File: config.mk
export PLATFORM = sky130hd
export DESIGN_NAME = drr_repair_seq
export DESIGN_NICKNAME = d
export VERILOG_FILES = /design/src/hw/drr_pkg.sv /design/src/hw/drr_link_sampler.sv /design/src/hw/drr_repair_seq.sv
export SDC_FILE = /design/constraint.sdc
export NUM_CORES = 1
export LEC_CHECK = 0
export CAP_MARGIN = 10
export CORE_MARGIN = 5
export CORE_UTILIZATION = 50
export DETAILED_ROUTE_END_ITERATION = 10
export DONT_BUFFER_PORTS = 1
export SYNTH_ARGS = -nofsm -noshare
export SYNTH_HDL_FRONTEND = slang
export SYNTH_HIERARCHICAL = 1
export SYNTH_SLANG_ARGS = --single-unit
File: constraint.sdc
create_clock -name i_clk -period 7.84 [get_ports i_clk]
set_clock_uncertainty 0.05 [all_clocks]
set_input_delay 0.784 -clock i_clk [delete_from_list [all_inputs] [get_ports i_clk]]
set_output_delay 0.784 -clock i_clk [all_outputs]
set_load 0.01 [all_outputs]
File: src/hw/drr_pkg.sv
// Shared constants, types and decoders for the row repair sequencer
package drr_pkg;

    // ------------------------------------------------------------
    // Register map (byte addresses)
    // ------------------------------------------------------------
    localparam logic [4:0]  REG_CTRL    = 5'h00;
    localparam logic [4:0]  REG_WLAT    = 5'h04;
    localparam logic [4:0]  REG_POSTW   = 5'h08;
    localparam logic [4:0]  REG_STATUS  = 5'h0C;
    localparam logic [4:0]  REG_FUSE    = 5'h10;
    localparam logic [4:0]  REG_ROW0    = 5'h14;
    localparam logic [4:0]  REG_ROW1    = 5'h18;

    // ------------------------------------------------------------
    // Field positions and reset values
    // ------------------------------------------------------------
    localparam int          CTRL_LOW_IGN_BIT = 0;
    localparam int          CTRL_X16_BIT     = 1;
    localparam logic        RST_LOW_IGN      = 1'b0;
    localparam logic        RST_X16          = 1'b1;
    localparam logic [4:0]  RST_WLAT         = 5'h0C;
    localparam logic [15:0] RST_POSTW        = 16'h0010;
    localparam int          MR4_HARD_BIT     = 13;
    localparam int          MR4_SOFT_BIT     = 5;
    localparam int          AP_BIT           = 10;
    localparam int          MPR_HARD_BIT     = 7;
    localparam int          MPR_SOFT_BIT     = 6;
    localparam logic [2:0]  MR_SEL_MR0       = 3'h0;
    localparam logic [2:0]  MR_SEL_MR4       = 3'h4;
    localparam logic [6:0]  KEY_LOW_ONES     = 7'h7F;
    localparam logic [15:0] DQ_ALL_HIGH      = 16'hFFFF;
    localparam logic [15:0] DQ_ALL_LOW       = 16'h0000;
    localparam logic [7:0]  KEEP_ALL_BANKS   = 8'hFF;

    // Guard key address bits 11..7, index 0 arrives first (listed last step first)
    localparam logic [3:0][4:0] GUARD_KEY = {5'h07, 5'h17, 5'h0F, 5'h19};

    // ------------------------------------------------------------
    // Types
    // ------------------------------------------------------------
    typedef enum logic [2:0] {
        CMD_DES, CMD_MRS, CMD_REF, CMD_PRE, CMD_ACT, CMD_WR, CMD_RD,
        CMD_OTHER
    } drr_cmd_e;

    typedef enum logic [3:0] {
        ST_IDLE, ST_KEY, ST_ABORT, ST_ARMED, ST_ROW, ST_WLAT, ST_DATA,
        ST_PROG, ST_POST
    } drr_st_e;

    typedef enum logic [1:0] {
        OUT_NONE, OUT_COMMIT, OUT_SKIP, OUT_UNDEF
    } drr_out_e;

    // ------------------------------------------------------------
    // Command decode from chip select, activate and A16..A14
    // ------------------------------------------------------------
    function automatic drr_cmd_e drr_decode(input logic cs_n,
                                            input logic act_n,
                                            input logic [2:0] rcw);
        drr_cmd_e c;
        c = CMD_OTHER;
        if (cs_n) begin
            c = CMD_DES;
        end else if (!act_n) begin
            c = CMD_ACT;
        end else begin
            unique case (rcw)
                3'b000:  c = CMD_MRS;
                3'b001:  c = CMD_REF;
                3'b010:  c = CMD_PRE;
                3'b100:  c = CMD_WR;
                3'b101:  c = CMD_RD;
                default: c = CMD_OTHER;
            endcase
        end
        return c;
    endfunction

endpackage

File: src/hw/drr_link_sampler.sv
// Link pin synchroniser and command clock edge sampler
module drr_link_sampler
    import drr_pkg::*;
(
    // System
    input  wire logic        i_clk,
    input  wire logic        i_rst,
    // Link pins
    input  wire logic        i_ck,
    input  wire logic        i_cs_n,
    input  wire logic        i_act_n,
    input  wire logic [17:0] i_addr,
    input  wire logic [1:0]  i_bg,
    input  wire logic [1:0]  i_ba,
    input  wire logic [15:0] i_dq,
    // Sampled command
    output logic             o_rise,
    output logic             o_cs_n,
    output logic             o_act_n,
    output logic [17:0]      o_addr,
    output logic [1:0]       o_bg,
    output logic [1:0]       o_ba,
    output logic [15:0]      o_dq
);

    // ------------------------------------------------------------
    // State
    // ------------------------------------------------------------
    typedef struct packed {
        logic        ck_s1;
        logic        ck_s2;
        logic        ck_s3;
        logic [39:0] pin_s1;
        logic [39:0] pin_s2;
        logic        rise;
        logic [39:0] cap;
    } drr_smp_s;

    drr_smp_s smp_ff;
    drr_smp_s nxt_smp;

    // ------------------------------------------------------------
    // Next state
    // ------------------------------------------------------------
    always_comb begin
        nxt_smp        = smp_ff;
        // First stages feed only the second stages
        nxt_smp.ck_s1  = i_ck;
        nxt_smp.ck_s2  = smp_ff.ck_s1;
        nxt_smp.ck_s3  = smp_ff.ck_s2;
        nxt_smp.pin_s1 = {i_cs_n, i_act_n, i_addr, i_bg, i_ba, i_dq};
        nxt_smp.pin_s2 = smp_ff.pin_s1;
        nxt_smp.rise   = smp_ff.ck_s2 & ~smp_ff.ck_s3;
        if (smp_ff.ck_s2 & ~smp_ff.ck_s3) begin
            nxt_smp.cap = smp_ff.pin_s2;
        end
    end

    always_ff @(posedge i_clk) begin
        if (i_rst) begin
            smp_ff <= '0;
        end else begin
            smp_ff <= nxt_smp;
        end
    end

    // ------------------------------------------------------------
    // Outputs
    // ------------------------------------------------------------
    assign o_rise  = smp_ff.rise;
    assign o_cs_n  = smp_ff.cap[39];
    assign o_act_n = smp_ff.cap[38];
    assign o_addr  = smp_ff.cap[37:20];
    assign o_bg    = smp_ff.cap[19:18];
    assign o_ba    = smp_ff.cap[17:16];
    assign o_dq    = smp_ff.cap[15:0];

endmodule

File: src/hw/drr_repair_seq.sv
// Device-side post package row repair sequencer with register slave
//
// Behaviour
// - Soft repair entered by MR4 bit 5 with the same key.
// - Key: BG/BA zero, A11..A7 fixed per step, A6..A0 all ones.
// - Low key bits optionally ignored; BG1 ignored on x16 parts.
// - Bad key: no repair, no hang, ACT and WR act normally.
// - No error indication for a wrong key sequence.
// - Activate failing row then write; write column ignored.
// - Four low data beats commit; first two high skip repair.
// - Commands accepted again after post repair wait elapses.
// - Refresh in repair keeps all banks but the target bank and its BA1 pair partner.
// - One row per bank group; fuses are one-time.
// - Page two reports hard support bit 7, soft bit 6.
module drr_repair_seq
    import drr_pkg::*;
#(
    parameter logic HARD_SUPPORTED = 1'b1,
    parameter logic SOFT_SUPPORTED = 1'b1
)(
    // System
    input  wire logic        i_clk,
    input  wire logic        i_rst,
    // Link pins
    input  wire logic        i_ck,
    input  wire logic        i_cs_n,
    input  wire logic        i_act_n,
    input  wire logic [17:0] i_addr,
    input  wire logic [1:0]  i_bg,
    input  wire logic [1:0]  i_ba,
    input  wire logic [15:0] i_dq,
    // Core side
    output logic             o_cmd_ready,
    output logic             o_access,
    output logic             o_ref,
    output logic [7:0]       o_ref_keep,
    output logic [7:0]       o_mpr_page2,
    // Avalon-MM slave
    input  wire logic [4:0]  i_avs_address,
    input  wire logic        i_avs_read,
    input  wire logic        i_avs_write,
    input  wire logic [31:0] i_avs_writedata,
    output logic [31:0]      o_avs_readdata,
    output logic             o_avs_waitrequest
);

    // ------------------------------------------------------------
    // Sampled link
    // ------------------------------------------------------------
    logic        rise;
    logic        cs_n;
    logic        act_n;
    logic [17:0] addr;
    logic [1:0]  bg;
    logic [1:0]  ba;
    logic [15:0] dq;

    drr_link_sampler u_smp (
        .i_clk   (i_clk),
        .i_rst   (i_rst),
        .i_ck    (i_ck),
        .i_cs_n  (i_cs_n),
        .i_act_n (i_act_n),
        .i_addr  (i_addr),
        .i_bg    (i_bg),
        .i_ba    (i_ba),
        .i_dq    (i_dq),
        .o_rise  (rise),
        .o_cs_n  (cs_n),
        .o_act_n (act_n),
        .o_addr  (addr),
        .o_bg    (bg),
        .o_ba    (ba),
        .o_dq    (dq)
    );

    // ------------------------------------------------------------
    // State
    // ------------------------------------------------------------
    typedef struct packed {
        drr_st_e          st;
        logic             hard_mode;
        logic             mr4_hard;
        logic             mr4_soft;
        logic [4:0]       cnt;
        logic [1:0]       beat;
        logic             all_low;
        logic             first_high;
        logic             tgt_bg;
        logic [1:0]       tgt_ba;
        logic [17:0]      tgt_row;
        logic             ap;
        logic [1:0]       hard_used;
        logic [1:0]       soft_used;
        logic [1:0][19:0] hard_row;
        drr_out_e         outcome;
        logic [15:0]      post_cnt;
        logic             ready;
        logic             ref_p;
        logic [7:0]       keep;
        logic             access;
        logic             low_ign;
        logic             x16;
        logic [4:0]       wlat;
        logic [15:0]      postw;
        logic             ack;
        logic [31:0]      rdata;
    } drr_seq_s;

    drr_seq_s seq_ff;
    drr_seq_s nxt_seq;

    // ------------------------------------------------------------
    // Guard key match
    // ------------------------------------------------------------
    function automatic logic key_ok(input logic [1:0]  idx,
                                    input logic [17:0] a,
                                    input logic [1:0]  g,
                                    input logic [1:0]  b,
                                    input logic        low_ign,
                                    input logic        x16);
        logic ok;
        ok = ({g[0], b} == MR_SEL_MR0) && (x16 || !g[1]);
        ok = ok && (a[11:7] == GUARD_KEY[idx]);
        ok = ok && (low_ign || (a[6:0] == KEY_LOW_ONES));
        return ok;
    endfunction

    // ------------------------------------------------------------
    // Next state
    // ------------------------------------------------------------
    drr_cmd_e cmd;
    logic     is_mr4;
    logic     leave;
    logic     enter;
    logic     avail;
    logic     req;
    logic     in_tgt;

    always_comb begin
        nxt_seq        = seq_ff;
        nxt_seq.ref_p  = 1'b0;
        nxt_seq.access = 1'b0;
        cmd    = drr_decode(cs_n, act_n, addr[16:14]);
        is_mr4 = rise && (cmd == CMD_MRS) && ({bg[0], ba} == MR_SEL_MR4);
        leave  = is_mr4 && (seq_ff.hard_mode ? !addr[MR4_HARD_BIT]
                                             : !addr[MR4_SOFT_BIT]);
        // A set bit must first be cleared before a new entry
        enter  = is_mr4 && ((addr[MR4_HARD_BIT] && !seq_ff.mr4_hard) ||
                            (addr[MR4_SOFT_BIT] && !seq_ff.mr4_soft));
        avail  = seq_ff.hard_mode
               ? !seq_ff.hard_used[bg[0]] && !seq_ff.soft_used[bg[0]]
               : !seq_ff.hard_used[bg[0]] && !seq_ff.soft_used[bg[0]];
        in_tgt = (seq_ff.st == ST_ROW) || (seq_ff.st == ST_WLAT) ||
                 (seq_ff.st == ST_DATA) || (seq_ff.st == ST_PROG);

        if (is_mr4) begin
            nxt_seq.mr4_hard = addr[MR4_HARD_BIT];
            nxt_seq.mr4_soft = addr[MR4_SOFT_BIT];
        end

        if (rise && (cmd == CMD_REF)) begin
            nxt_seq.ref_p = 1'b1;
            nxt_seq.keep  = KEEP_ALL_BANKS;
            if (in_tgt) begin
                nxt_seq.keep[{seq_ff.tgt_bg, seq_ff.tgt_ba[1], 1'b0}] = 1'b0;
                nxt_seq.keep[{seq_ff.tgt_bg, seq_ff.tgt_ba[1], 1'b1}] = 1'b0;
            end
        end

        if (rise) begin
            unique case (seq_ff.st)
                ST_IDLE: begin
                    if (enter) begin
                        nxt_seq.st        = ST_KEY;
                        nxt_seq.cnt       = '0;
                        nxt_seq.hard_mode = addr[MR4_HARD_BIT];
                    end else if (cmd == CMD_ACT || cmd == CMD_WR) begin
                        nxt_seq.access = 1'b1;
                    end
                end
                ST_KEY: begin
                    if (cmd != CMD_DES) begin
                        if (cmd == CMD_MRS &&
                            key_ok(seq_ff.cnt[1:0], addr, bg, ba,
                                   seq_ff.low_ign, seq_ff.x16)) begin
                            nxt_seq.cnt = seq_ff.cnt + 5'h01;
                            if (seq_ff.cnt[1:0] == 2'h3) begin
                                nxt_seq.st = ST_ARMED;
                            end
                        end else begin
                            nxt_seq.st = leave ? ST_IDLE : ST_ABORT;
                        end
                    end
                end
                ST_ABORT: begin
                    if (leave) begin
                        nxt_seq.st = ST_IDLE;
                    end else if (cmd == CMD_ACT || cmd == CMD_WR) begin
                        nxt_seq.access = 1'b1;
                    end
                end
                ST_ARMED: begin
                    if (leave) begin
                        nxt_seq.st = ST_IDLE;
                    end else if (cmd == CMD_ACT) begin
                        nxt_seq.tgt_bg  = bg[0];
                        nxt_seq.tgt_ba  = ba;
                        nxt_seq.tgt_row = addr;
                        nxt_seq.st      = avail ? ST_ROW : ST_ABORT;
                    end
                end
                ST_ROW: begin
                    if (leave) begin
                        nxt_seq.st = ST_IDLE;
                    end else if (cmd == CMD_WR) begin
                        nxt_seq.ap  = addr[AP_BIT];
                        nxt_seq.cnt = seq_ff.wlat;
                        nxt_seq.st  = ST_WLAT;
                    end
                end
                ST_WLAT: begin
                    if (seq_ff.cnt <= 5'h01) begin
                        nxt_seq.all_low    = (dq == DQ_ALL_LOW);
                        nxt_seq.first_high = (dq == DQ_ALL_HIGH);
                        nxt_seq.beat       = 2'h1;
                        nxt_seq.st         = ST_DATA;
                    end else begin
                        nxt_seq.cnt = seq_ff.cnt - 5'h01;
                    end
                end
                ST_DATA: begin
                    nxt_seq.all_low = seq_ff.all_low && (dq == DQ_ALL_LOW);
                    if (seq_ff.beat == 2'h1) begin
                        nxt_seq.first_high = seq_ff.first_high &&
                                             (dq == DQ_ALL_HIGH);
                    end
                    nxt_seq.beat = seq_ff.beat + 2'h1;
                    if (seq_ff.beat == 2'h3) begin
                        nxt_seq.st = ST_PROG;
                        if (seq_ff.all_low && (dq == DQ_ALL_LOW)) begin
                            nxt_seq.outcome = OUT_COMMIT;
                            if (seq_ff.hard_mode) begin
                                nxt_seq.hard_used[seq_ff.tgt_bg] = 1'b1;
                                nxt_seq.hard_row[seq_ff.tgt_bg] =
                                    {seq_ff.tgt_ba, seq_ff.tgt_row};
                            end else begin
                                nxt_seq.soft_used[seq_ff.tgt_bg] = 1'b1;
                            end
                        end else if (seq_ff.first_high) begin
                            nxt_seq.outcome = OUT_SKIP;
                        end else begin
                            nxt_seq.outcome = OUT_UNDEF;
                        end
                    end
                end
                ST_PROG: begin
                    if (leave) begin
                        nxt_seq.st       = ST_POST;
                        nxt_seq.post_cnt = seq_ff.postw;
                        nxt_seq.ready    = 1'b0;
                    end
                end
                ST_POST: begin
                    if (seq_ff.post_cnt <= 16'h0001) begin
                        nxt_seq.st    = ST_IDLE;
                        nxt_seq.ready = 1'b1;
                    end else begin
                        nxt_seq.post_cnt = seq_ff.post_cnt - 16'h0001;
                    end
                end
            endcase
        end

        // Register slave: one wait cycle, then the answer
        req         = i_avs_read || i_avs_write;
        nxt_seq.ack = req && !seq_ff.ack;
        if (req && !seq_ff.ack && i_avs_read) begin
            unique case (i_avs_address)
                REG_CTRL:   nxt_seq.rdata = {30'h0000_0000, seq_ff.x16,
                                             seq_ff.low_ign};
                REG_WLAT:   nxt_seq.rdata = {27'h000_0000, seq_ff.wlat};
                REG_POSTW:  nxt_seq.rdata = {16'h0000, seq_ff.postw};
                REG_STATUS: nxt_seq.rdata = {23'h00_0000, seq_ff.ready,
                                             seq_ff.outcome,
                                             seq_ff.mr4_soft,
                                             seq_ff.mr4_hard,
                                             4'(seq_ff.st)};
                REG_FUSE:   nxt_seq.rdata = {27'h000_0000, seq_ff.ap,
                                             seq_ff.soft_used,
                                             seq_ff.hard_used};
                REG_ROW0:   nxt_seq.rdata = {12'h000, seq_ff.hard_row[0]};
                REG_ROW1:   nxt_seq.rdata = {12'h000, seq_ff.hard_row[1]};
                default:    nxt_seq.rdata = 32'h0000_0000;
            endcase
        end
        if (seq_ff.ack && i_avs_write) begin
            unique case (i_avs_address)
                REG_CTRL: begin
                    nxt_seq.low_ign = i_avs_writedata[CTRL_LOW_IGN_BIT];
                    nxt_seq.x16     = i_avs_writedata[CTRL_X16_BIT];
                end
                REG_WLAT:  nxt_seq.wlat  = i_avs_writedata[4:0];
                REG_POSTW: nxt_seq.postw = i_avs_writedata[15:0];
                default: ;
            endcase
        end
    end

    always_ff @(posedge i_clk) begin
        if (i_rst) begin
            seq_ff         <= '0;
            seq_ff.st      <= ST_IDLE;
            seq_ff.outcome <= OUT_NONE;
            seq_ff.ready   <= 1'b1;
            seq_ff.keep    <= KEEP_ALL_BANKS;
            seq_ff.low_ign <= RST_LOW_IGN;
            seq_ff.x16     <= RST_X16;
            seq_ff.wlat    <= RST_WLAT;
            seq_ff.postw   <= RST_POSTW;
        end else begin
            seq_ff <= nxt_seq;
        end
    end

    // ------------------------------------------------------------
    // Outputs
    // ------------------------------------------------------------
    assign o_cmd_ready       = seq_ff.ready;
    assign o_access          = seq_ff.access;
    assign o_ref             = seq_ff.ref_p;
    assign o_ref_keep        = seq_ff.keep;
    assign o_avs_readdata    = seq_ff.rdata;
    assign o_avs_waitrequest = (i_avs_read || i_avs_write) && !seq_ff.ack;

    always_comb begin
        o_mpr_page2               = 8'h00;
        o_mpr_page2[MPR_HARD_BIT] = HARD_SUPPORTED;
        o_mpr_page2[MPR_SOFT_BIT] = SOFT_SUPPORTED;
    end

endmodule

# Yosys cells after proc, flatten, opt, wreduce, memory -nomap -nowiden

Index checks and enable logic that the tools add are counted.
W data, S select, Z words.

Word-level logic and storage cells: 223
Output and inout bits: 52
Input port bits: 82
Register bits: 291

Order comparisons: 10
Reductions and logical operators: 61
Bitwise logic cells: 10
Multiplexer cells: 58
Add/sub/neg operators: 4
Eq/ne operators: 45

Operator list:

| kind                    | number |
|---|---|
| $pmux W20 S7            | 1 |
| $mux W4                 | 13 |
| $bwmux W40              | 1 |
| $mux W5                 | 8 |
| $pmux W4 S9             | 1 |
| $pmux W17 S2            | 1 |
| $demux W20 S1           | 1 |
| $logic_and A1 B1 Y1     | 20 |
| $mux W20                | 1 |
| $pmux W5 S4             | 1 |
| $reduce_and A4 Y1       | 5 |
| $ne A2 B2 Y1 const B    | 9 |
| $mux W17                | 1 |
| $eq A16 B16 Y1 const B  | 1 |
| $eq A4 B3 Y1 const B    | 4 |
| $le A16 B1 Y1 const B   | 1 |
| $logic_not A16 Y1       | 1 |
| $mux W16                | 1 |
| $sub A16 B1 Y16 const B | 1 |
| $eq A3 B3 Y1 const B    | 5 |
| $eq A5 B5 Y1 const B    | 3 |
| $pmux W3 S5             | 1 |
| $mux W1                 | 14 |
| $reduce_and A11 Y1      | 1 |
| other kinds (51)        | 92 |

# Longest topological paths before layout

Gate-level depths: netlist of run 1.

Word-level depth: 12
Mapped depth: 9
Gate-level depth less buffers: 8

# Modules after synthesis

The synthesis of run 1 kept the hierarchy.

By module, submodules not included:

| module           | instances | sequential area each (sq um) | cells each | area an instance (sq um) |
|---|---|---|---|---|
| drr_repair_seq   | 1         | 3022.9                       | 899        | 7611.0 |
| drr_link_sampler | 1         | 2482.4                       | 397        | 4375.4 |

# Worst setup path after synthesis of run 1

OpenSTA, ideal clock, no wires.

Path type: reg2reg
Start point: reg seq_ff[155] (netlist bit)
End point: reg seq_ff[157] (netlist bit)
Stages on the path, launching flop included: 10
Slack: 5.268 ns
Path buffers: 1
Library setup time: 0.117 ns
Data arrival time: 2.404 ns
Cell sequence: dfxtp_1 -> clkbuf_1 -> inv_1 -> ha_1 -> and3b_1 -> o2111ai_1 -> or4_4 -> a211oi_4 -> o21ai_1 -> a32o_1

Word-level cells in the longest chain between the ends: 8
Elaborated cells on any way between the ends: 16
Those cells by class: add/sub: 2; order compare: 1; eq/ne: 3; mux: 6; reduce/logical: 4

RTL lines:

| what                               | RTL line              | text |
|---|---|---|
| start, declared                    | drr_repair_seq.sv:110 | `drr_seq_s seq_ff;` |
| start signal, assigned             | drr_repair_seq.sv:322 | `seq_ff <= nxt_seq;` |
| $bmux W5 S2                        | drr_repair_seq.sv:124 | `ok = ok && (a[11:7] == GUARD_KEY[idx]);` |
| $mux W5 (implied by the code)      | drr_repair_seq.sv:124 |  |
| $eq A5 B5 Y1                       | drr_repair_seq.sv:124 |  |
| $logic_and A1 B1 Y1                | drr_repair_seq.sv:124 |  |
| $logic_and A1 B1 Y1                | drr_repair_seq.sv:125 | `ok = ok && (low_ign \|\| (a[6:0] == KEY_LOW_ONES));` |
| $logic_and A1 B1 Y1                | drr_repair_seq.sv:184 | `if (cmd == CMD_MRS &&` |
| $ne A2 B2 Y1 (no source line)      | --                    |  |
| $reduce_and A8 Y1 (no source line) | --                    |  |

Several ways; a longest one is shown, not always the timed one. The select of a mux whose other input is x is not followed.
A chain may end at the register's enable or synchronous reset.

# Worst setup path after layout of run 1

Start point: reg seq_ff[165] (netlist bit)
End point: reg seq_ff[93] (netlist bit)

Word-level cells in the longest chain between the ends: 2

RTL lines:

| what                               | RTL line              | text |
|---|---|---|
| $eq A4 B3 Y1                       | drr_repair_seq.sv:172 | `unique case (seq_ff.st)` |
| $reduce_and A5 Y1 (no source line) | --                    |  |

No other way between the ends.

==> results of run 1 <==
[area by class of cell]
type / count / area [sq um]
Inverter: 12 / 45.0
Clock inverter: 19 / 285
Fill cell: 2180 / 11000
Multi-Input combinational cell: 854 / 5430
Tap cell: 319 / 399
Timing Repair Buffer: 10 / 75.1
Clock buffer: 34 / 774
Sequential cell: 275 / 5510
[sequential cells by signal, indices dropped and copies added, names as in the netlist, 2 cells and up]
name	cells
seq_ff	124
u_smp/nxt_smp	42
u_smp/smp_ff	41
o_avs_readdata	20
u_smp/o_addr	18
u_smp/o_dq	16
o_ref_keep	4
u_smp/o_ba	2
u_smp/o_bg	2
[placed cells by master, fill, tap and decap left out, drive strengths merged, types with 8 or more instances in the layout]
master / netlist / layout
a21oi: 82 / 82
nor2: 142 / 142
nor4: 17 / 17
dfxtp: 275 / 275
clkinv: 0 / 8
nand4bb: 41 / 41
a22oi: 24 / 24
nand3: 19 / 19
buf: 121 / 10
nor2b: 96 / 96
inv: 12 / 14
nand2: 69 / 69
nand2b: 51 / 51
mux2i: 78 / 78
o21ai: 74 / 74
a31oi: 8 / 8
clkbuf: 51 / 34
nor3: 24 / 24
conb: 2 / 20
[worst max-delay path, stage by stage, from the launching register on]
cell     delay (ns)
dfxtp_1        0.78
nor2b_1        0.62
and4_1         0.35
nor3b_1        0.58
and3_1         0.25
buf_4          0.35
mux2i_1        0.24
nor2_1         0.05
[power breakdown]
group / switching, uW / internal, uW / total, uW / leakage (uW)
clock: 579 / 912 / 1490 / 0.000514
sequential: 9.24 / 1420 / 1430 / 0.00223
combinational: 26.3 / 25.3 / 51.6 / 0.00165
[metrics by stage]
step | instances | util | instance area [sq um] | hold slack [ns]
6_report | 1523 | 0.532 | 12500 | 0.302
4_1_cts | 1523 | 0.532 | 12500 | 0.269
3_3_place_gp | 1470 | 0.487 | 11500 | 0.370
2_1_floorplan | 1314 | - | 12100 | 0.364
3_5_place_dp | 1470 | 0.487 | 11500 | 0.370
5_1_grt | 1523 | 0.532 | 12500 | 0.263
[worst paths after layout]
| path | startpoint | end | depth (start not counted) |
|---|---|---|---|
| min | i_dq[11] | u_smp/nxt_smp[52] | 1 |
| max | seq_ff[165] | seq_ff[93] | 7 |
| min reg2reg | u_smp/nxt_smp[52] | u_smp/smp_ff[52] | 1 |
| max reg2reg | seq_ff[165] | seq_ff[93] | 7 |
[metal layers]
| metal | vias up | track usage |
|---|---|---|
| li1 | 4177 | - |
| met5 | - | 0 |
| met1 | 3869 | 0.275 |
| met3 | 45 | 0.0389 |
| met4 | 0 | 0.0507 |
| met2 | 241 | 0.278 |
[cells by family (layout without fill, tap and decap cells)]
logic type / after synthesis / count (layout) / share of synthesized area
buf+inv: 185 / 75 / 0.0950
simple gates: 497 / 497 / 0.237
mux: 78 / 78 / 0.0651
other cells: 2 / 20 / 0.000627
flops: 275 / 275 / 0.459
fa+ha+maj: 7 / 7 / 0.00731
compound gates: 248 / 248 / 0.133
xor+xnor: 4 / 4 / 0.00292
==> results.py, run 1 <==
metrics = {
    "status": {
        "status": "finished, final reports clean",
    },
    "routing": {
        "drtIter0Drc": 659,
        "wl_mm": 26.2,
        "wl_met1_mm": 12.6,
        "drc": 0,
        "maxUsedRoutingLayer": "met4",
        "antenna_left": 0,
        "vias": 8332,
        "dr_wl_met2_mm": 11.2,
        "drt_first_pass_iters": 8,
        "wire_per_inst_um": 17.2,
        "viasPerCell": 5.47,
        "wl_met3_mm": 1.73,
    },
    "floorplanning": {
        "die_h_um": 165,
        "row_count": 56,
        "start_util": 0.509,
        "io_pins": 134,
        "dieWidth_um": 165,
        "dieArea_sq_mm": 0.0272,
        "core_area_sq_mm": 0.0235,
    },
    "yosys": {
        "synth_ff_type": "dfxtp_1",
        "yosysMostFrequentCell": "dfxtp_1",
        "synthDistinctLibCells": 84,
        "ys_warn_count": 6,
        "synth_area_leaders": "dfxtp_1 (46%), mux2i_1 (6.5%), buf_4 (5.8%), nor2b_1 (5.0%), nor2_1 (4.4%)",
        "synth_top_area_cell": "dfxtp_1",
        "synth_edf_count": 0,
        "synth_top_area_frac": 0.459,
        "syn_area_sq_mm": 0.0120,
        "synth_seq_area_share": 0.459,
        "async_reset_ff_frac": 0,
        "synthTopCellsByCount": "dfxtp_1 (275), nor2_1 (141), nor2b_1 (95)",
        "syn_inst": 1296,
        "postSynthAreaPerCell_sq_um": 9.25,
        "ys_seq_elements": 275,
    },
    "clock_tree": {
        "cts_tree": "done",
        "clkSinkCount": 275,
        "cts.repair.resized": 0,
        "worstSkewPairLatency_ns": 0.56,
        "post_cts_buffers": 0,
        "cts_root_buf": "clkbuf_16",
        "cts-buffers-inserted": 29,
        "postCtsHoldBufs": 0,
        "clkTransAtPathRegs_ns": 0.06,
        "htreeDepth": 1,
        "clock_path_buffers": 3,
    },
    "finish": {
        "layout.nets": 1271,
        "synthToLayoutAreaGrowth_pct": 4.43,
        "antenna_cells": 0,
        "drive_above_1_share": 0.0748,
    },
    "power_and_ir_drop": {
        "leakagePower_uw": 0.00440,
        "ir_worst_vdd_uv": 184,
        "powerDensity_mw_per_mm2": 237,
        "p_total_uw": 2970,
    },
    "sta": {
        "hold_viol_final": 0,
        "max_slew_margin": 0.283,
        "fin_crit_sh": 0.436,
        "worst_slew_pin_slew_ns": 1.07,
        "setup_tns_ns": 0,
        "rsz0062_at_grt": "no",
        "period_needed_ns": 3.42,
        "setup_ws_ns": 4.42,
        "drv_slew": 0,
        "setup_viol": 0,
        "max_freq_mhz": 292,
    },
    "placement": {
        "port_buffers": 0,
        "dp_hpwl_mm": 17.1,
        "gp_congestion": 0.843,
        "dp_slack_ns": 4.44,
    },
    "global_routing": {
        "grt_usage": 0.187,
        "grt_max_degree": 305,
        "grt-ovfl-total": 0,
        "grt_pass1_wl_mm": 41.5,
        "antenna_found_initial": 0,
        "grt_pass1_vias": 7625,
    },
    "hold_path": {
        "hp-class": "in2reg",
    },
    "critical_path": {
        "crit_required_ns": 8.22,
        "critPathKind": "reg2reg",
        "cp-end-kind": "flip-flop",
        "start_kind": "flip-flop",
        "r2r_slack_ns": 4.42,
        "crit_path_max_fanout": 21,
        "arrival_ns": 3.80,
    },
    "job": {
        "cap_violations": 0,
    },
}
(Power assumes the default switching activity.)
==> inputs of run 2 (changes only) <==
==> constraint.sdc (replaced) <==
create_clock -name i_clk -period 3.36 [get_ports i_clk]
set_clock_uncertainty 0.05 [all_clocks]
set_input_delay 0.336 -clock i_clk [delete_from_list [all_inputs] [get_ports i_clk]]
set_output_delay 0.336 -clock i_clk [all_outputs]
set_load 0.01 [all_outputs]
==> results.py, run 2 (synthesis results as in run 1) <==
metrics = {
    "clock_tree": {
        "worstSkewPairLatency_ns": 0.54,
        "clkSinkCount": 275,
        "clkTransAtPathRegs_ns": 0.06,
        "cts_root_buf": "clkbuf_16",
        "post_cts_buffers": 0,
        "cts-buffers-inserted": 29,
        "htreeDepth": 1,
        "clock_path_buffers": 3,
        "cts_tree": "done",
    },
    "finish": {
        "synthToLayoutAreaGrowth_pct": 15.1,
        "final_cell_mix": "dfxtp_1 (275), nor2_1 (141), dlygate4sd3_1 (124)",
        "largest_reg_flops": 124,
        "layout.nets": 1407,
        "nFillCells": 2045,
        "mostFrequentLayoutCell": "dfxtp_1",
        "drive_above_1_share": 0.0741,
        "antenna_cells": 0,
        "regMostFlops": "seq_ff",
    },
    "floorplanning": {
        "dieArea_sq_mm": 0.0272,
        "io_pins": 134,
        "dieWidth_um": 165,
        "start_util": 0.509,
        "die_h_um": 165,
        "row_count": 56,
        "core_area_sq_mm": 0.0235,
    },
    "sta": {
        "setup_tns_ns": 0,
        "rsz0062_at_grt": "no",
        "fin_crit_sh": 0.912,
        "max_freq_mhz": 326,
        "period_needed_ns": 3.06,
        "setup_viol": 0,
        "max_slew_margin": 0.359,
        "hold_viol_final": 0,
        "hold-worst-slack_ns": 0.0515,
        "drv_slew": 0,
        "worst_slew_pin_slew_ns": 0.952,
    },
    "critical_path": {
        "arrival_ns": 3.44,
        "cpMaxStageDelayCell": "dfxtp_1",
        "crit_path_max_fanout": 21,
        "critPathMaxStageDelay_ns": 0.83,
        "crit_required_ns": 3.74,
        "start_kind": "flip-flop",
        "cp-end-kind": "flip-flop",
        "path_common_cell": "buf_4",
        "path_cells": "nor2b_1 > and4_1 > nor3b_1 > buf_4 > nand3_1 > buf_4 > mux2i_1 > nor2_1 > dlygate4sd3_1",
        "critPathKind": "reg2reg",
    },
    "routing": {
        "drc": 0,
        "drtIter0Drc": 623,
        "vias": 8955,
        "drt_first_pass_iters": 7,
        "wl_mm": 28.7,
        "wire_per_inst_um": 17.3,
        "viasPerCell": 5.41,
        "antenna_left": 0,
    },
    "hold_path": {
        "hp-class": "in2reg",
    },
    "global_routing": {
        "grt_max_degree": 185,
        "grt_pass1_wl_mm": 46.3,
        "grt_pass1_vias": 8669,
        "grt_usage": 0.210,
        "antenna_found_initial": 1,
        "grt-ovfl-total": 0,
    },
    "power_and_ir_drop": {
        "ir_worst_vdd_uv": 443,
        "leakagePower_uw": 0.00514,
        "powerDensity_mw_per_mm2": 489,
    },
    "placement": {
        "gp_congestion": 0.862,
        "dp_hpwl_mm": 17.2,
        "port_buffers": 0,
    },
    "job": {
        "cap_violations": 0,
    },
    "status": {
        "status": "finished, final reports clean",
    },
}
## run 2: cell count changes in the layout (fill, tap and decap cells not counted), sizes merged
cell and change:
dlygate4sd3 +124, buf +12, clkbuf +7, bufinv -4, clkinv -4, clkinvlp -3
## run 2: power by group
group,switching [uW],internal (uW),total [uW],leakage (uW)
sequential,21.1,3310,3340,0.00223
combinational,118,124,241,0.00242
clock,1250,1920,3180,0.000480
## run 2: critical path, delay by kind of cell, from the launching register on
family	cells	cell delay, ns
muxes	1	0.23
buffers and inverters	3	1.04
and+or+nand+nor	5	0.79
DFF	1	0.83
## run 2: layout make-up
type	instances	area, sq um	area share
Clock buffer	41	861	0.0624
Clock inverter	8	100	0.00725
Inverter	12	45.0	0.00326
Multi-Input combinational cell	854	5440	0.394
Sequential cell	275	5510	0.399
Tap cell	319	399	0.0289
Timing Repair Buffer	146	1450	0.105
## run 2: final timing paths
kind                 endpoint  depth (start not counted)  slack, ns              start
max               seq_ff[111]                          9       0.30        seq_ff[163]
min               seq_ff[166]                          2       0.05              i_rst
max reg2reg       seq_ff[111]                          9       0.30        seq_ff[163]
min reg2reg  u_smp/smp_ff[46]                          1       0.38  u_smp/nxt_smp[46]
## run 2: what timing repair did
item,CTS,global route
endpoints found under the hold margin,258,0
gates resized for setup,0,2
endpoints found under the setup margin,0,11
hold buffers,126,0
## run 2: metrics by stage
step	utilization	power (uW)	instances	cell area, sq um	setup WS, ns
3_5_place_dp	0.490	3530	1480	11500	0.651
3_3_place_gp	0.490	3530	1480	11500	0.678
4_1_cts	0.586	6830	1655	13800	0.151
6_report	0.586	6750	1655	13800	0.297
5_1_grt	0.586	7010	1655	13800	0.141
2_1_floorplan	-	3580	1314	12100	0.788
## run 2: routing by layer
layer	global-route usage	routed length [um]
met1	0.297	13600
met4	0.0654	887
met5	0	7
met3	0.0372	1800
met2	0.328	12400
==> inputs of run 3 (changes only) <==
--- a/config.mk
+++ b/config.mk
@@ -8,6 +8,8 @@
 export CAP_MARGIN = 10
 export CORE_MARGIN = 5
 export CORE_UTILIZATION = 50
+export CTS_BUF_LIST = sky130_fd_sc_hd__clkbuf_4
+export CTS_CLUSTER_DIAMETER = 200
 export DETAILED_ROUTE_END_ITERATION = 10
 export DONT_BUFFER_PORTS = 1
 export SYNTH_ARGS = -nofsm -noshare
==> results.py, run 3 (synthesis results as in run 1) <==
metrics = {
    "status": {
        "status": "finished, final reports clean",
    },
    "global_routing": {
        "antenna_found_initial": 1,
        "grt_max_degree": 211,
        "grt-ovfl-total": 0,
        "grt_pass1_vias": 9232,
        "grt_usage": 0.217,
        "grt_pass1_wl_mm": 47.7,
    },
    "critical_path": {
        "crit_family": "simple AND/OR/NAND/NOR gates",
        "critPathKind": "reg2reg",
        "path_cells": "nor4b_4 > nand4_1 > nor2_1 > o21a_1 > o21ai_1 > a21oi_1 > dlygate4sd3_1",
        "cp_num_cells": 7,
        "rr_worst_depth": 7,
        "cp-end-kind": "flip-flop",
        "cpMaxStageDelayCell": "dlygate4sd3_1",
        "start_kind": "flip-flop",
        "arrival_ns": 3.64,
        "crit_required_ns": 3.94,
        "critPathMaxStageDelay_ns": 0.54,
        "crit_buf_inv": 1,
        "crit_path_max_fanout": 15,
    },
    "power_and_ir_drop": {
        "leakagePower_uw": 0.00526,
        "powerDensity_mw_per_mm2": 446,
        "ir_worst_vdd_uv": 307,
    },
    "routing": {
        "vias": 9328,
        "wire_per_inst_um": 16.6,
        "antenna_left": 0,
        "drt_first_pass_iters": 5,
        "viasPerCell": 5.32,
        "drc": 0,
        "drtIter0Drc": 509,
        "wl_mm": 29.1,
    },
    "hold_path": {
        "hp-class": "in2reg",
        "whs_path_depth": 4,
    },
    "placement": {
        "placed_cell_area_sq_mm": 0.0115,
        "port_buffers": 0,
        "dp_slack_ns": 0.651,
        "gp_congestion": 0.862,
        "dp_hpwl_mm": 17.2,
    },
    "sta": {
        "drv_slew": 0,
        "setup_viol": 0,
        "hold_viol_final": 0,
        "max_slew_margin": 0.373,
        "rsz0062_at_grt": "no",
        "period_needed_ns": 3.07,
        "max_freq_mhz": 326,
        "worst_slew_pin_slew_ns": 0.938,
        "setup_ws_ns": 0.294,
        "setup_tns_ns": 0,
        "fin_crit_sh": 0.912,
    },
    "clock_tree": {
        "htreeDepth": 3,
        "clkSinkCount": 275,
        "worstSkewPairLatency_ns": 0.69,
        "post_cts_buffers": 0,
        "cts-buffers-inserted": 72,
        "clkTransAtPathRegs_ns": 0.06,
        "cts_tree": "done",
        "cts_root_buf": "clkbuf_4",
        "clock_path_buffers": 3,
    },
    "floorplanning": {
        "core_area_sq_mm": 0.0235,
        "io_pins": 134,
        "die_h_um": 165,
        "start_util": 0.509,
        "row_count": 56,
        "dieWidth_um": 165,
        "dieArea_sq_mm": 0.0272,
    },
    "finish": {
        "drive_above_1_share": 0.107,
        "final_cell_mix": "dfxtp_1 (275), dlygate4sd3_1 (156), nor2_1 (141)",
        "largest_reg_flops": 124,
        "fin_area_sq_mm": 0.0140,
        "regMostFlops": "seq_ff",
        "synthToLayoutAreaGrowth_pct": 16.4,
        "layout.nets": 1481,
        "nFillCells": 2051,
        "mostFrequentLayoutCell": "dfxtp_1",
    },
    "job": {
        "cap_violations": 0,
    },
}
==> run 3: cell count changes in the layout (fill, tap and decap cells not counted), sizes merged <==
cell         previous run  this run
clkbuf                 41        93
dlygate4sd3           124       156
clkinv                  4        16
clkinvlp                0         3
bufinv                  2         0
buf                    22        21
diode                   0         1
inv                    14        15
==> run 3: metal layers <==
metal,vias to the layer above,wire (um),track usage
li1,4635,-,-
met2,265,12700,0.331
met3,64,1760,0.0482
met1,4364,13800,0.297
met4,0,897,0.0953
met5,-,0,0
==> run 3: through the flow <==
| stage | hold WS, ns | total power, uW | util | instances |
|---|---|---|---|---|
| CTS | 0.0167 | 6310 | 0.592 | 1752 |
| detailed placement | 0.370 | 3530 | 0.490 | 1480 |
| global route | 0.0667 | 6540 | 0.593 | 1753 |
| finish | 0.0917 | 6230 | 0.593 | 1753 |
| global placement | 0.371 | 3530 | 0.490 | 1480 |
| floorplan | 0.364 | 3580 | - | 1314 |
==> run 3: power breakdown <==
| part | switching (uW) | internal, uW |
|---|---|---|
| sequential | 21.9 | 3310 |
| combinational | 119 | 143 |
| clock | 1330 | 1300 |
| total | 1470 | 4760 |
==> run 3: cell type report <==
class,instances,area [sq um],area share
sequential,275,5510,0.395
multi-input combinational,854,5440,0.390
timing repair buffer,177,1750,0.126
clock buffer,93,698,0.0500
tap,319,399,0.0286
clock inverter,22,113,0.00807
inverter,12,45.0,0.00323
antenna,1,2.50,0.000179
==> run 3: path summary, 6_finish.rpt <==
| kind | from | to | slack (ns) |
|---|---|---|---|
| setup reg to reg | u_smp/o_act_n | seq_ff[81] | 0.29 |
| hold / removal | i_avs_read | o_avs_readdata[12] | 0.09 |
| setup / recovery | u_smp/o_act_n | seq_ff[81] | 0.29 |
| hold reg to reg | u_smp/nxt_smp[66] | u_smp/smp_ff[66] | 0.38 |
==> run 3: tightest hold or removal path: stages <==
cell and delay [ns]:
nand2b_1 0.04, buf_4 0.20, a21oi_1 0.16, nor2_1 0.04
==> run 3: repair_timing <==
action	CTS	global route
resized for setup	0	1
hold endpoints to repair	267	0
setup endpoints to repair	0	6
hold buffers	157	0
